[config.mk]
export PLATFORM = sky130hd
export DESIGN_NAME = adcoc_device_flat
export DESIGN_NICKNAME = d
export VERILOG_FILES = /design/src/verilog/adcoc_pkg.sv /design/src/verilog/adcoc_link_if.sv /design/src/verilog/adcoc_coef_cell.sv /design/src/verilog/adcoc_device.sv /design/src/flat_wrapper.sv
export SDC_FILE = /design/constraint.sdc
export NUM_CORES = 1
export LEC_CHECK = 0
export ABC_AREA = 1
export ABC_CLOCK_PERIOD_IN_PS = 2500
export BUFFER_PORTS_ARGS = -buffer_cell sky130_fd_sc_hd__clkbuf_2
export CORE_ASPECT_RATIO = 1.25
export CORE_MARGIN = 5
export CORE_UTILIZATION = 54
export CTS_CLUSTER_DIAMETER = 40
export DETAILED_ROUTE_END_ITERATION = 10
export PLACE_DENSITY = 0.77
export SLEW_MARGIN = 10
export SYNTH_ARGS = -nofsm -noshare
export SYNTH_HDL_FRONTEND = slang
export SYNTH_SLANG_ARGS = --single-unit
[constraint.sdc]
create_clock -name clk_sys_in -period 2.5 [get_ports clk_sys_in]
set_input_delay 0.25 -clock clk_sys_in [delete_from_list [all_inputs] [get_ports clk_sys_in]]
set_output_delay 0.25 -clock clk_sys_in [all_outputs]
set_load 0.03 [all_outputs]
[src/verilog/adcoc_pkg.sv]
// Shared constants for the offset coefficient register block and its host.
// Function
// - Two RW offset registers, 0xC/0xD, reset zero.
// - Register holds last of calibration or write.
// - Low variant: 16-bit signed in bits 15:0.
// - Middle variant: 20-bit in 23:4, low four unimplemented.
// - High variant: 24-bit signed in bits 23:0.
// - Coefficients are sign-extended two's complement.
// - Host writes offsets only while clock runs.
// - Host clears automatic sleep before offset writes; the host does not clear it but refuses offset writes while sleep is set.
// - Host waits 10 us after each offset write.
`default_nettype none
package adcoc_pkg;
   // ---------------------------------------------------------------
   // Device register map and serial frame
   // ---------------------------------------------------------------
   localparam logic [3:0] ADCOC_ADDR_OFS_A = 4'hC;
   localparam logic [3:0] ADCOC_ADDR_OFS_B = 4'hD;
   localparam logic [3:0] ADCOC_ADDR_OPT0 = 4'h1;
   localparam int ADCOC_OPT0_SLEEP_BIT = 0;
   localparam logic [23:0] ADCOC_OFS_RESET = 24'h000000;
   localparam logic ADCOC_OPT0_SLEEP_RESET = 1'b1;
   localparam int ADCOC_CMD_READ_BIT = 7;
   localparam int ADCOC_CMD_BITS = 8;
   localparam int ADCOC_DATA_BITS = 24;
   localparam int ADCOC_FRAME_BITS = ADCOC_CMD_BITS + ADCOC_DATA_BITS;
   // ---------------------------------------------------------------
   // Host register map (APB byte addresses) and fields
   // ---------------------------------------------------------------
   localparam logic [7:0] ADCOC_H_CMD = 8'h00;
   localparam logic [7:0] ADCOC_H_WDATA = 8'h04;
   localparam logic [7:0] ADCOC_H_RDATA = 8'h08;
   localparam logic [7:0] ADCOC_H_STATUS = 8'h0C;
   localparam int ADCOC_H_CMD_READ_BIT = 8;
   localparam int ADCOC_ST_BUSY = 0;
   localparam int ADCOC_ST_REFUSED = 1;
   localparam int ADCOC_ST_SETTLE = 2;
   localparam int ADCOC_ST_SLEEP = 3;
   // ---------------------------------------------------------------
   // Timing
   // ---------------------------------------------------------------
   localparam int ADCOC_CLK_PERIOD_NS = 10;
   localparam int ADCOC_SETTLE_US = 10;
   localparam int ADCOC_SETTLE_CYCLES = (ADCOC_SETTLE_US * 1000 + ADCOC_CLK_PERIOD_NS - 1) / ADCOC_CLK_PERIOD_NS;
   localparam int ADCOC_SCK_HALF_CYCLES = 4;
   typedef enum logic [1:0] {
      ADCOC_H_IDLE = 2'b00,
      ADCOC_H_XFER = 2'b01,
      ADCOC_H_GAP = 2'b10
   } adcoc_hstate_t;
endpackage : adcoc_pkg
`default_nettype wire
[src/verilog/adcoc_link_if.sv]
// Serial link between host controller and offset coefficient device.
`timescale 1ns/1ps
`default_nettype none
interface adcoc_link_if;
   logic sck;
   logic csb_n;
   logic sdi;
   logic sdo;
   logic clk_active;
   modport device (input sck, input csb_n, input sdi, output sdo, output clk_active);
   modport host (output sck, output csb_n, output sdi, input sdo, input clk_active);
endinterface : adcoc_link_if
`default_nettype wire

[src/verilog/adcoc_coef_cell.sv]
// One offset coefficient register with variant-dependent bit placement.
`timescale 1ns/1ps
`default_nettype none
module adcoc_coef_cell
   import adcoc_pkg::*;
#(
   parameter int RES_BITS = 24
) (
   input wire logic clk_sys_in, // System clock.
   input wire logic rst_n_in, // Synchronous reset, active low.
   input wire logic cal_load_in, // Calibration result strobe.
   input wire logic [RES_BITS-1:0] cal_value_in, // Calibration coefficient.
   input wire logic wr_in, // Serial write strobe.
   input wire logic [23:0] wr_image_in, // Written 24-bit register image.
   output logic signed [23:0] coef_out, // Sign-extended coefficient.
   output logic [23:0] image_out // Register image as read back.
);
   logic [RES_BITS-1:0] coef_q;
   logic [RES_BITS-1:0] wr_field;

   generate
      if (RES_BITS == 20) begin : g_mid
         assign wr_field = wr_image_in[23:4];
         assign image_out = {coef_q, 4'h0};
      end else if (RES_BITS == 16) begin : g_low
         assign wr_field = wr_image_in[15:0];
         assign image_out = 24'($signed(coef_q));
      end else begin : g_high
         assign wr_field = wr_image_in[RES_BITS-1:0];
         assign image_out = 24'(coef_q);
      end
   endgenerate

   assign coef_out = 24'($signed(coef_q));

   // A serial write in the same cycle as a calibration result wins, being the later intent.
   always_ff @(posedge clk_sys_in) begin
      if (!rst_n_in) begin
         coef_q <= RES_BITS'(ADCOC_OFS_RESET);
      end else if (wr_in) begin
         coef_q <= wr_field;
      end else if (cal_load_in) begin
         coef_q <= cal_value_in;
      end
   end
endmodule : adcoc_coef_cell
`default_nettype wire

[src/verilog/adcoc_device.sv]
// Converter end: serial slave, offset registers and offset removal.
//
// Register access over APB was left to the implementer.
`timescale 1ns/1ps
`default_nettype none
module adcoc_device
   import adcoc_pkg::*;
#(
   parameter int RES_BITS = 24
) (
   input wire logic clk_sys_in, // System clock.
   input wire logic rst_n_in, // Synchronous reset, active low.
   adcoc_link_if.device link, // Serial link to host.
   input wire logic int_clk_run_in, // Internal converter clock is running.
   input wire logic cal_load_in, // Calibration coefficient ready.
   input wire logic cal_sel_in, // Calibration target: 0 = a, 1 = b.
   input wire logic [RES_BITS-1:0] cal_value_in, // Calibration coefficient.
   input wire logic raw_valid_in, // Raw sample strobe.
   input wire logic [RES_BITS-1:0] raw_data_in, // Raw signed sample.
   input wire logic raw_sel_in, // Offset to apply: 0 = a, 1 = b.
   output logic out_valid_out, // Corrected sample strobe.
   output logic [RES_BITS-1:0] out_data_out, // Corrected signed sample.
   output logic auto_sleep_out // Automatic sleep enable bit.
);
   logic sck_prev_q;
   logic sdo_q;
   logic clk_act_q;
   logic [5:0] bit_cnt_q;
   logic [7:0] cmd_q;
   logic [22:0] data_q;
   logic [23:0] rd_shift_q;
   logic automatic_sleep_enable_q;
   logic fall;
   logic rise;
   logic [7:0] cmd_full;
   logic [23:0] wr_image;
   logic [1:0] wr_hit;
   logic [1:0] cal_hit;
   logic signed [23:0] coef [2];
   logic [23:0] image [2];
   logic [23:0] rd_image;
   logic signed [24:0] diff;
   logic signed [24:0] max_val;
   logic signed [24:0] min_val;
   logic valid_q;
   logic [RES_BITS-1:0] data_out_q;

   // ---------------------------------------------------------------
   // Serial slave
   // ---------------------------------------------------------------
   // Input bits are taken on the falling clock edge; the first output bit is driven on the falling edge ending the command byte, the rest change on rising edges.
   assign fall = sck_prev_q & ~link.sck & ~link.csb_n;
   assign rise = ~sck_prev_q & link.sck & ~link.csb_n;
   assign cmd_full = {cmd_q[6:0], link.sdi};
   assign wr_image = {data_q, link.sdi};

   always_ff @(posedge clk_sys_in) begin
      if (!rst_n_in) begin
         sck_prev_q <= 1'b1;
      end else begin
         sck_prev_q <= link.sck;
      end
   end

   // Deasserted chip select clears the frame, so every frame starts with a command byte.
   always_ff @(posedge clk_sys_in) begin
      if (!rst_n_in || link.csb_n) begin
         bit_cnt_q <= 6'h00;
         cmd_q <= 8'h00;
         data_q <= 23'h000000;
      end else if (fall && bit_cnt_q < 6'(ADCOC_FRAME_BITS)) begin
         bit_cnt_q <= bit_cnt_q + 6'h01;
         if (bit_cnt_q < 6'(ADCOC_CMD_BITS)) begin
            cmd_q <= cmd_full;
         end else begin
            data_q <= wr_image[22:0];
         end
      end
   end

   always_comb begin
      case (cmd_full[3:0])
         ADCOC_ADDR_OFS_A: rd_image = image[0];
         ADCOC_ADDR_OFS_B: rd_image = image[1];
         ADCOC_ADDR_OPT0: rd_image = {23'h000000, automatic_sleep_enable_q};
         default: rd_image = 24'h000000;
      endcase
   end

   always_ff @(posedge clk_sys_in) begin
      if (!rst_n_in) begin
         rd_shift_q <= 24'h000000;
         sdo_q <= 1'b0;
      end else if (fall && bit_cnt_q == 6'(ADCOC_CMD_BITS - 1)) begin
         sdo_q <= rd_image[23];
         rd_shift_q <= {rd_image[22:0], 1'b0};
      end else if (rise && bit_cnt_q > 6'(ADCOC_CMD_BITS)) begin
         sdo_q <= rd_shift_q[23];
         rd_shift_q <= {rd_shift_q[22:0], 1'b0};
      end
   end

   // The last data bit completes a write; the command's read bit suppresses it.
   logic frame_wr;
   assign frame_wr = fall && bit_cnt_q == 6'(ADCOC_FRAME_BITS - 1) && !cmd_q[ADCOC_CMD_READ_BIT];

   always_ff @(posedge clk_sys_in) begin
      if (!rst_n_in) begin
         automatic_sleep_enable_q <= ADCOC_OPT0_SLEEP_RESET;
      end else if (frame_wr && cmd_q[3:0] == ADCOC_ADDR_OPT0) begin
         automatic_sleep_enable_q <= wr_image[ADCOC_OPT0_SLEEP_BIT];
      end
   end

   always_ff @(posedge clk_sys_in) begin
      if (!rst_n_in) begin
         clk_act_q <= 1'b0;
      end else begin
         clk_act_q <= int_clk_run_in;
      end
   end

   assign link.sdo = sdo_q;
   assign link.clk_active = clk_act_q;
   assign auto_sleep_out = automatic_sleep_enable_q;

   // ---------------------------------------------------------------
   // Coefficient registers
   // ---------------------------------------------------------------
   assign wr_hit[0] = frame_wr && cmd_q[3:0] == ADCOC_ADDR_OFS_A;
   assign wr_hit[1] = frame_wr && cmd_q[3:0] == ADCOC_ADDR_OFS_B;
   assign cal_hit[0] = cal_load_in && !cal_sel_in;
   assign cal_hit[1] = cal_load_in && cal_sel_in;

   genvar gi;
   generate
      for (gi = 0; gi < 2; gi++) begin : g_coef
         adcoc_coef_cell #(
            .RES_BITS(RES_BITS)
         ) u_cell (
            .clk_sys_in(clk_sys_in),
            .rst_n_in(rst_n_in),
            .cal_load_in(cal_hit[gi]),
            .cal_value_in(cal_value_in),
            .wr_in(wr_hit[gi]),
            .wr_image_in(wr_image),
            .coef_out(coef[gi]),
            .image_out(image[gi])
         );
      end
   endgenerate

   // ---------------------------------------------------------------
   // Offset removal
   // ---------------------------------------------------------------
   // The difference saturates at the sample range so a large offset cannot wrap the sign.
   assign max_val = 25'(($signed(25'h1) <<< (RES_BITS - 1)) - 25'sh1);
   assign min_val = -max_val - 25'sh1;
   assign diff = 25'($signed(raw_data_in)) - 25'(coef[raw_sel_in]);

   always_ff @(posedge clk_sys_in) begin
      if (!rst_n_in) begin
         valid_q <= 1'b0;
         data_out_q <= '0;
      end else begin
         valid_q <= raw_valid_in;
         if (raw_valid_in) begin
            if (diff > max_val) begin
               data_out_q <= max_val[RES_BITS-1:0];
            end else if (diff < min_val) begin
               data_out_q <= min_val[RES_BITS-1:0];
            end else begin
               data_out_q <= diff[RES_BITS-1:0];
            end
         end
      end
   end

   assign out_valid_out = valid_q;
   assign out_data_out = data_out_q;
endmodule : adcoc_device
`default_nettype wire

[src/flat_wrapper.sv]
// flat-port wrapper written by rule: the top's interface ports become plain ports
module adcoc_device_flat import adcoc_pkg::*;
#(
   parameter int RES_BITS = 24
)
  (clk_sys_in, rst_n_in, int_clk_run_in, cal_load_in, cal_sel_in, cal_value_in, raw_valid_in, raw_data_in, raw_sel_in, out_valid_out, out_data_out, auto_sleep_out, link_sck, link_csb_n, link_sdi, link_sdo, link_clk_active);
  adcoc_link_if link_i ();
  input wire logic clk_sys_in;
  input wire logic rst_n_in;
  input wire logic int_clk_run_in;
  input wire logic cal_load_in;
  input wire logic cal_sel_in;
  input wire logic [RES_BITS-1:0] cal_value_in;
  input wire logic raw_valid_in;
  input wire logic [RES_BITS-1:0] raw_data_in;
  input wire logic raw_sel_in;
  output logic out_valid_out;
  output logic [RES_BITS-1:0] out_data_out;
  output logic auto_sleep_out;
  input wire logic [$bits(link_i.sck)-1:0] link_sck;
  input wire logic [$bits(link_i.csb_n)-1:0] link_csb_n;
  input wire logic [$bits(link_i.sdi)-1:0] link_sdi;
  output wire logic [$bits(link_i.sdo)-1:0] link_sdo;
  output wire logic [$bits(link_i.clk_active)-1:0] link_clk_active;
  assign link_i.sck = link_sck;
  assign link_i.csb_n = link_csb_n;
  assign link_i.sdi = link_sdi;
  assign link_sdo = link_i.sdo;
  assign link_clk_active = link_i.clk_active;
  adcoc_device #(.RES_BITS(RES_BITS)) u_core (.clk_sys_in(clk_sys_in), .rst_n_in(rst_n_in), .link(link_i), .int_clk_run_in(int_clk_run_in), .cal_load_in(cal_load_in), .cal_sel_in(cal_sel_in), .cal_value_in(cal_value_in), .raw_valid_in(raw_valid_in), .raw_data_in(raw_data_in), .raw_sel_in(raw_sel_in), .out_valid_out(out_valid_out), .out_data_out(out_data_out), .auto_sleep_out(auto_sleep_out));
endmodule
# Yosys cells after proc, flatten, opt, wreduce, memory -nomap -nowiden
# Index checks and enable logic that the tools add are counted.
[totals]
elab_cells = 70
n_memories = 0
reg_bits = 137
mem_bits_rw = 0
latch_bits = 0
output_inout_bits = 28
rom_bits = 0
inputBits = 58
[classes]
n_mul = 0
n_lt_le_gt_ge = 6
n_div = 0
add_sub_neg = 2
shift = 0
n_mux = 14
reduce_logical = 19
n_eq_ne = 8
bitwise_logic = 9
[op_table]
columns = ["cell", "n"]
rows = [
  ["two-way mux 24 bit", 11],
  ["case mux 24 bit (3 select lines)", 1],
  ["> comparator 25 x 24 -> 1 bit, second input constant", 1],
  ["< comparator 25 x 24 -> 1 bit, second input constant", 1],
  ["subtractor 24 x 24 -> 25 bit", 1],
  ["== test 4 bit, second input constant", 4],
  ["logical AND 1 bit", 10],
  ["== test 4 x 1 -> 1 bit, second input constant", 2],
  ["adder 6 x 1 -> 6 bit, second input constant", 1],
  ["== test 6 x 3 -> 1 bit, second input constant", 1],
  ["== test 6 x 5 -> 1 bit, second input constant", 1],
  ["> comparator 6 x 4 -> 1 bit, second input constant", 1],
  ["< comparator 6 x 4 -> 1 bit, second input constant", 1],
  ["< comparator 6 bit, second input constant", 1],
  ["nonzero test 2 bit", 3],
  ["AND 1 bit", 4],
  ["inverter 1 bit", 4],
  ["AND reduction 2 bit", 2],
  ["zero test 1 bit", 3],
  ["greater-or-equal comparator 2 bit, second input constant", 1],
  ["two-way mux 1 bit", 2],
  ["inverter 1 -> 2 bit", 1],
  ["logical OR 1 bit", 1],
]

# Depth between registers and ports, before layout
# Gate-level depths: netlist of the first run.
[depth]
word_depth = 8
depth_mapped = 19
mapped_depth_nobuf = 18

# Modules after synthesis
# Synthesis of the first run repeated with hierarchy kept, for this count alone.
[unflattened]
cells_unflattened = 1318
hier_area_um2 = 8665.8
[modules_own_cells]
columns = ["module", "instances", "seq_area_each_um2", "area_each_um2", "cells_each"]
rows = [
  ["adcoc_device", 1, 1781.7, 5845.6, 906],
  ["adcoc_coef_cell", 2, 480.5, 1410.1, 206],
]

# Worst setup path after synthesis of the first run
# Ideal clock, no wire load.
[synth_path]
path_type = "input -> register"
start = "in raw_sel_in"
end = "reg u_core.data_out_q[10] (netlist: u_core.out_data_out[10])"
path_buffers = 3
slack_ns = 0.006
setup_time_ns = 0.122
t_required_ns = 2.378
arrival_ns = 2.373
cell_stages = 16
path_cell_list = "clkbuf_1 -> clkbuf_1 -> nand2_1 -> o21ai_0 -> ha_1 -> nand2_1 -> inv_1 -> a21oi_1 -> nand2_1 -> nand2_1 -> nand3_1 -> nand2_1 -> nand2_1 -> a21boi_2 -> buf_2 -> a21oi_1"
[synth_between]
elab_chain_cells = 8
elab_cells_between_ends = 9
cone_classes = "1 x add/sub; 2 x order compare; 5 x mux; 1 x bitwise"
[synth_rtl]
columns = ["element", "line_no", "source"]
rows = [
  ["from (decl)", "flat_wrapper.sv:16", "input wire logic raw_sel_in;"],
  ["inverter 1 -> 2 bit (not written as such) *", "adcoc_device.sv:159", "assign diff = 25'($signed(raw_data_in)) - 25'(coef[raw_sel_in]);"],
  ["two-way mux 24 bit (not written as such) * (3 in series)", "adcoc_device.sv:159", ""],
  ["subtractor 24 x 24 -> 25 bit *", "adcoc_device.sv:159", ""],
  ["< comparator 25 x 24 -> 1 bit", "adcoc_device.sv:170", "end else if (diff < min_val) begin"],
  ["two-way mux 24 bit", "adcoc_device.sv:170", ""],
  ["two-way mux 24 bit *", "adcoc_device.sv:168", "if (diff > max_val) begin"],
  ["to (signal assigned)", "adcoc_device.sv:169", "data_out_q <= max_val[RES_BITS-1:0];"],
  ["to (signal assigned)", "adcoc_device.sv:171", "data_out_q <= min_val[RES_BITS-1:0];"],
  ["to (signal assigned)", "adcoc_device.sv:173", "data_out_q <= diff[RES_BITS-1:0];"],
  ["to (decl)", "adcoc_device.sv:46", "logic [RES_BITS-1:0] data_out_q;"],
]
# Mark *: on every way between the ends. The rest lies on a longest branch, timed or not. The select of a mux whose other input is x is not followed.
# A chain may end at the register's enable or synchronous reset.

# Worst setup path in the final report of the first run
[layout_path]
start = "reg u_core.g_coef[1].u_cell.coef_q[17]"
end = "reg u_core.data_out_q[15] (netlist: u_core.out_data_out[15])"
[layout_between]
elab_chain_cells = 7
elab_cells_between_ends = 8
cone_classes = "1 x add/sub; 2 x order compare; 5 x mux"
[layout_rtl]
columns = ["element", "line_no", "source"]
rows = [
  ["from (decl)", "adcoc_coef_cell.sv:18", "logic [RES_BITS-1:0] coef_q;"],
  ["from (signal assigned)", "adcoc_coef_cell.sv:39", "coef_q <= RES_BITS'(ADCOC_OFS_RESET);"],
  ["from (signal assigned)", "adcoc_coef_cell.sv:41", "coef_q <= wr_field;"],
  ["from (signal assigned)", "adcoc_coef_cell.sv:43", "coef_q <= cal_value_in;"],
  ["two-way mux 24 bit (not written as such) * (3 in series)", "adcoc_device.sv:159", ""],
  ["subtractor 24 x 24 -> 25 bit *", "adcoc_device.sv:159", ""],
  ["< comparator 25 x 24 -> 1 bit", "adcoc_device.sv:170", ""],
  ["two-way mux 24 bit", "adcoc_device.sv:170", ""],
  ["two-way mux 24 bit *", "adcoc_device.sv:168", ""],
]
# Marked as above.

==> reports/results.ini, run 1 <==
[logic_synthesis]
ys_seq_area_frac = 0.346
avgSynthCellArea_sq_um = 6.36
synth_ff_type = dfxtp_1
synth-seq-cells = 137
postSynth.asyncResetShare = 0
synth-edff-count = 0
netlist_instances = 1247
ys_types = 32
yosys_warnings = 0
syn-num-nets = 1332
synthesis.area_sq_um = 7940

[route]
via_count = 8451
routed_wl_mm = 23.3
dr.pass1.iters = 5
routed.top_layer = met4
viasPerCell = 5.49
met1Wirelength_mm = 9.53
wl_met2_mm = 11.7
wl_met3_mm = 1.36
final_antenna_net_count = 0
drc_errors = 0
drtIter0Drc = 653
wl_per_cell_um = 15.1

[timing]
worst_pin_slew_ns = 0.961
fin_crit_sh = 0.963
fmax_mhz = 416
setup-violations-final = 0
hold_violations = 0
drv_slew = 0
slew_headroom = 0.359
skew_ns = 0.00710
setup_slack_ns = 0.0937
finalSetupTns_ns = 0
post-route-min-period_ns = 2.41
hold-worst-slack_ns = 0.0710

[layout]
final_area_sq_um = 9630
multi_input_area_sq_um = 4500
fin_nets = 1434
layout_common_cells = nand2_1 (333), inv_1 (157), dfxtp_1 (134)
seq_area_sq_um = 2750
drive_above_1_share = 0.168
utilization = 0.668
antennaDiodeCount = 0
final_common_cell = nand2_1
nFillCells = 1282
area_growth_pct = 21.3

[clock_network]
clk_pin_slew_worst_paths_ns = 0.06
tritoncts = done
htreeDepth = 4
clk_latency_ns = 0.42
cts_made_buffers = 17
clkSinkCount = 137
cts_buffer_depth = 2
root_buffer = clkbuf_16

[worst_setup_path]
endpoint = u_core.out_data_out[15]
crit_type = register to register
cp-start-kind = register
timing.rr.end = u_core.out_data_out[15]
cp_cell_sequence = inv_1 > nand2_1 > o21ai_0 > ha_1 > nand2_2 > nor2_1 > nand2_2 > nor2_2 > nand2_2 > nand4_1 > nand2_2 > a21boi_4 > clkbuf_16 > a21oi_1
worstPathArrival_ns = 2.71
critPathMostFrequentCell = nand2_2
end_kind = register
rrSetupSlack_ns = 0.09
cpMaxStageDelayCell = ha_1
worst-r2r-cell-count = 14
crit-reg2reg-launch = u_core.g_coef[1].u_cell.coef_out[17]
crit_fanout = 6
worst-endpoint-required_ns = 2.81
crit_start = u_core.g_coef[1].u_cell.coef_out[17]
max_stage_delay_ns = 0.39

[place]
port_buffers = 85
dp_hpwl_mm = 16.2
place_area_sq_um = 8730
gp_congestion = 0.949
preCtsSetupSlack_ns = -0.148

[floorplan]
start_util = 0.551
ios = 86
fp.dieArea_sq_um = 17200
core_sq_um = 14400
chipWidth_um = 118
std_cell_rows = 49
dieHeight_um = 146

[grt]
grt_max_degree = 100
grt_pass1_wl_mm = 37.7
grt_usage = 0.261
first_global_vias = 7907
grt_overflow_total = 0
antenna_found_initial = 0

[power]
ir_worst_vdd_v = 0.000649
power_density_nw_per_um2 = 639
p_leak_nw = 4.75

[hold_path]
min_path_type = input pin to register
whs_path_depth = 3

[run_status]
status = completed

[job]
timing.max_cap.violations = 0

-- area by class of cell --
type / instances / share of cell area
inverter: 160 / 0.0624
tap: 178 / 0.0231
sequential: 137 / 0.285
timing repair buffer: 149 / 0.102
multi-input combinational: 884 / 0.467
clock buffer: 25 / 0.0504
clock inverter: 6 / 0.00923
-- sequential cells by signal, indices dropped and copies added, names as in the netlist --
signal	flops
u_core.auto_sleep_out	1
u_core.bit_cnt_q	6
u_core.cmd_q	8
u_core.data_q	23
u_core.g_coef.u_cell.coef_out	48
u_core.link.clk_active	1
u_core.link.sdo	1
u_core.out_data_out	24
u_core.out_valid_out	1
u_core.rd_shift_q	23
u_core.sck_prev_q	1
-- metrics by stage --
step / std cells / power (mW)
2_1_floorplan: 1247 / 3.15
3_3_place_gp: 1493 / 3.53
3_5_place_dp: 1493 / 3.54
4_1_cts: 1525 / 6.01
5_1_grt: 1539 / 6.42
6_report: 1539 / 6.15
-- worst min path at each step --
stage / endpoint / from
floorplan: u_core.sck_prev_q / link_sck
global placement: u_core.link.clk_active / int_clk_run_in
detailed placement: u_core.link.clk_active / int_clk_run_in
CTS: u_core.sck_prev_q / link_sck
global route: u_core.sck_prev_q / link_sck
finish: u_core.sck_prev_q / link_sck
-- cell usage after synthesis, types with 9 or more instances --
| cell type | number | area, sq um |
|---|---|---|
| nand2_1 | 351 | 1320 |
| inv_1 | 158 | 593 |
| dfxtp_1 | 137 | 2740 |
| nand3_1 | 131 | 656 |
| o21ai_0 | 128 | 641 |
| nor2_1 | 77 | 289 |
| a21oi_1 | 67 | 335 |
| clkbuf_1 | 51 | 191 |
| nand4_1 | 27 | 169 |
| ha_1 | 26 | 325 |
| a31oi_1 | 23 | 144 |
| xor2_1 | 10 | 87.6 |
| o211ai_1 | 9 | 67.6 |
-- cell families after synthesis --
kind of cell | share of synthesized area
xor+xnor | 0.0166
compound gates | 0.159
buf+inv | 0.110
flops | 0.346
fa+ha+maj | 0.0435
simple gates | 0.326
-- timing repair --
| item | in CTS | in global routing |
|---|---|---|
| endpoints found under the hold margin | 1 | 0 |
| hold buffers | 1 | 0 |
| setup buffers | 0 | 11 |
| setup endpoints to repair | 0 | 23 |
| resized for setup | 0 | 61 |
-- per-layer routing --
metal	vias up	global-route usage
met2	286	0.453
met3	52	0.0428
met1	3841	0.318
li1	4272	-
met4	0	0.108
met5	-	0
-- power by group --
part	switching, mW	internal [mW]
clock network	0.938	1.54
logic	0.818	0.517
registers	0.0543	2.28
-- worst max-delay path: cells and delay by family, from the launching register on --
family	cells	cell delay, ns
flip-flops	1	0.34
buffers and inverters	2	0.28
AND/OR/NAND/NOR	8	0.86
adder cells (fa/ha/maj)	1	0.39
AO/OA/AOI/OAI	3	0.42
No activity file was read; power rests on OpenSTA's default activity.
==> inputs of run 2 (changes only) <==
--- a/config.mk
+++ b/config.mk
@@ -5,15 +5,17 @@
 export SDC_FILE = /design/constraint.sdc
 export NUM_CORES = 1
 export LEC_CHECK = 0
-export ABC_AREA = 1
 export ABC_CLOCK_PERIOD_IN_PS = 2500
 export BUFFER_PORTS_ARGS = -buffer_cell sky130_fd_sc_hd__clkbuf_2
+export CELL_PAD_IN_SITES_DETAIL_PLACEMENT = 1
+export CELL_PAD_IN_SITES_GLOBAL_PLACEMENT = 1
 export CORE_ASPECT_RATIO = 1.25
 export CORE_MARGIN = 5
-export CORE_UTILIZATION = 54
+export CORE_UTILIZATION = 40
 export CTS_CLUSTER_DIAMETER = 40
 export DETAILED_ROUTE_END_ITERATION = 10
-export PLACE_DENSITY = 0.77
+export PLACE_DENSITY_LB_ADDON = 0.1
+export REMOVE_ABC_BUFFERS = 1
 export SLEW_MARGIN = 10
 export SYNTH_ARGS = -nofsm -noshare
 export SYNTH_HDL_FRONTEND = slang
==> reports/results.ini, run 2 <==
[floorplan]
std_cell_rows = 56  ; was 49
chipWidth_um = 134  ; was 118 um
fp.dieArea_sq_um = 22200  ; was 17200 sq um
ios = 86  ; unchanged
start_util = 0.409  ; was 0.551
core_sq_um = 18800  ; was 14400 sq um
dieHeight_um = 165  ; was 146 um

[worst_setup_path]
cpMaxStageDelayCell = dfxtp_4  ; was ha_1
worst-endpoint-required_ns = 2.83  ; was 2.81 ns
crit_type = register to register  ; unchanged
crit_fanout = 3  ; was 6
end_kind = register  ; unchanged
cp-start-kind = register  ; unchanged
worstPathArrival_ns = 3.17  ; was 2.71 ns
max_stage_delay_ns = 0.36  ; was 0.39 ns
cp_cell_sequence = mux2_4 > ha_4 > fa_2 > nand2b_4 > a21oi_2 > buf_4 > buf_6 > o211ai_1 > nor3b_4 > buf_4 > xnor2_1 > maj3_2 > a21oi_2  ; was inv_1 > nand2_1 > o21ai_0 > ha_1 > nand2_2 > nor2_1 > nand2_2 > nor2_2 > nand2_2 > nand4_1 > nand2_2 > a21boi_4 > clkbuf_16 > a21oi_1

[logic_synthesis]
yosys_warnings = 0  ; unchanged
synth-edff-count = 0  ; unchanged
postSynth.asyncResetShare = 0  ; unchanged
synth_ff_type = dfxtp_1  ; unchanged
yosysTopAreaCell = dfxtp_1  ; unchanged
ys_seq_area_frac = 0.356  ; was 0.346
synthesis.area_sq_um = 7710  ; was 7940 sq um
synth-seq-cells = 137  ; unchanged
synth_area_leaders = dfxtp_1 (36%), o211a_1 (9.5%), mux2i_1 (7.0%)  ; was dfxtp_1 (35%), nand2_1 (17%), nand3_1 (8.3%)
avgSynthCellArea_sq_um = 8.41  ; was 6.36 sq um
synth_common_cells = dfxtp_1 (137), nand2_1 (121), o21ai_0 (85)  ; was nand2_1 (351), inv_1 (158), dfxtp_1 (137)
netlist_instances = 917  ; was 1247
synth_top_area_frac = 0.356  ; was 0.346
yosysMostFrequentCell = dfxtp_1  ; was nand2_1
ys_types = 60  ; was 32

[grt]
grtUsageMet3 = 0.0339  ; was 0.0428
antenna_found_initial = 0  ; unchanged
use_met2 = 0.475  ; was 0.453
grt_max_degree = 101  ; was 100
busiest_layer = met2  ; unchanged
grt_overflow_total = 0  ; unchanged
grt_usage = 0.250  ; was 0.261
first_global_vias = 8695  ; was 7907
grt_pass1_wl_mm = 44.3  ; was 37.7 mm
use_met1 = 0.289  ; was 0.318

[layout]
multi_input_area_sq_um = 4890  ; was 4500 sq um
final_area_sq_um = 10300  ; was 9630 sq um
layout_common_cells = buf_4 (154), dfxtp_1 (126), nand2_1 (121)  ; was nand2_1 (333), inv_1 (157), dfxtp_1 (134)
nFillCells = 2245  ; was 1282
fin_nets = 1195  ; was 1434
final_common_cell = buf_4  ; was nand2_1
antennaDiodeCount = 0  ; unchanged
seq_area_sq_um = 2760  ; was 2750 sq um
drive_above_1_share = 0.322  ; was 0.168
largest_reg_flops = 48  ; unchanged
area_growth_pct = 34.1  ; was 21.3%

[clock_network]
tritoncts = done  ; unchanged
cts_buffer_depth = 2  ; unchanged
hold_buffers = 0  ; was 1
clkSinkCount = 137  ; unchanged
clk_latency_ns = 0.42  ; about the same
root_buffer = clkbuf_16  ; unchanged
htreeDepth = 4  ; unchanged
cts_made_buffers = 17  ; unchanged
clk_pin_slew_worst_paths_ns = 0.06  ; about the same

[power]
total_power_mw = 6.42  ; was 6.15 mW
power_density_nw_per_um2 = 620  ; was 639 nW/um^2
p_leak_nw = 5.11  ; was 4.75 nW
ir_worst_vdd_v = 0.000437  ; was 0.000649 V

[timing]
worst_pin_slew_ns = 0.817  ; was 0.961 ns
fmax_mhz = 352  ; was 416 MHz
setup_slack_ns = -0.339  ; was 0.0937 ns
skew_ns = 0.0109  ; was 0.00710 ns
grt_setup_unrepaired = true
fin_crit_sh = 1.14  ; was 0.963
post-route-min-period_ns = 2.84  ; was 2.41 ns
drv_slew = 0  ; unchanged
setup-violations-final = 24  ; was 0
slew_headroom = 0.455  ; was 0.359
hold_violations = 0  ; unchanged

[place]
port_buffers = 85  ; unchanged
dp_hpwl_mm = 19.0  ; was 16.2 mm
place_area_sq_um = 9310  ; was 8730 sq um
preCtsSetupSlack_ns = -0.780  ; was -0.148 ns
gp_congestion = 0.901  ; was 0.949

[route]
drtIter0Drc = 409  ; was 653
dr.pass1.iters = 4  ; was 5
viasPerCell = 5.83  ; was 5.49
via_count = 7901  ; was 8451
wl_per_cell_um = 20.4  ; was 15.1 um
drc_errors = 0  ; unchanged
final_antenna_net_count = 0  ; unchanged
routed_wl_mm = 27.7  ; was 23.3 mm

[run_status]
violations = negative setup slack
status = complete, but fails checks  ; was completed

[hold_path]
min_path_type = input pin to register  ; unchanged

[job]
timing.max_cap.violations = 0  ; unchanged

[run 2: kinds of logic after synthesis]
family / synth area share
compound gates: 0.277
buf+inv: 0.0446
flops: 0.356
fa+ha+maj: 0.0735
mux: 0.0716
simple gates: 0.152
xor+xnor: 0.0250
[run 2: layout make-up]
cell class                      count  area share
Clock buffer                       19      0.0419
Multi-Input combinational cell    692       0.473
Inverter                           12     0.00436
Clock inverter                     13      0.0139
Sequential cell                   137       0.267
Tap cell                          232      0.0281
Timing Repair Buffer              250       0.172
[run 2: power breakdown]
group / total, mW / switching (mW) / internal [mW]
Sequential: 2.32 / 0.0512 / 2.27
Combinational: 1.60 / 0.826 / 0.770
Clock: 2.50 / 1.02 / 1.48
Total: 6.42 / 1.89 / 4.52
[run 2: critical path: cells and delay by family (launching register included)]
family          cells  cell delay [ns]
fa+ha+maj           3             0.84
compound gates      3             0.42
simple gates        2             0.34
buf+inv             3             0.37
flops               1             0.36
mux                 1             0.28
xor+xnor            1             0.12
[run 2: per-layer routing]
metal / share of wire / up-vias
li1: - / 3739
met1: 0.41 / 3931
met2: 0.53 / 190
met4: 0.022 / 0
met5: 0 / -
met3: 0.036 / 41
[run 2: what timing repair did]
| action | 4_1_cts | 5_1_grt |
|---|---|---|
| resized for setup | 59 | 29 |
| pin swaps | 41 | 16 |
| endpoints found under the setup margin | 24 | 24 |
| buffers inserted | 13 | 5 |
| gates cloned | 2 | 0 |
[run 2: per-stage QoR]
step                      setup TNS, ns  cells  utilization  hold WS (ns)
after floorplan                  -82.19    841            -         0.312
after CTS                         -4.75   1351        0.543        0.0308
after detailed placement         -16.05   1305        0.494         0.467
after global routing              -7.39   1355        0.549        0.0445
after global placement           -14.23   1305        0.494         0.457
final                             -4.52   1355        0.549        0.0413
[run 2: path summary, 6_finish.rpt]
path	startpoint	endpoint	slack (ns)	cells past startpoint
worst max register to register	u_core.g_coef[0].u_cell.coef_out[0]	u_core.out_data_out[14]	-0.34	13
worst min register to register	u_core.data_q[17]	u_core.data_q[18]	0.49	2
worst max-delay path	u_core.g_coef[0].u_cell.coef_out[0]	u_core.out_data_out[14]	-0.34	13
worst min-delay path	int_clk_run_in	u_core.link.clk_active	0.04	2
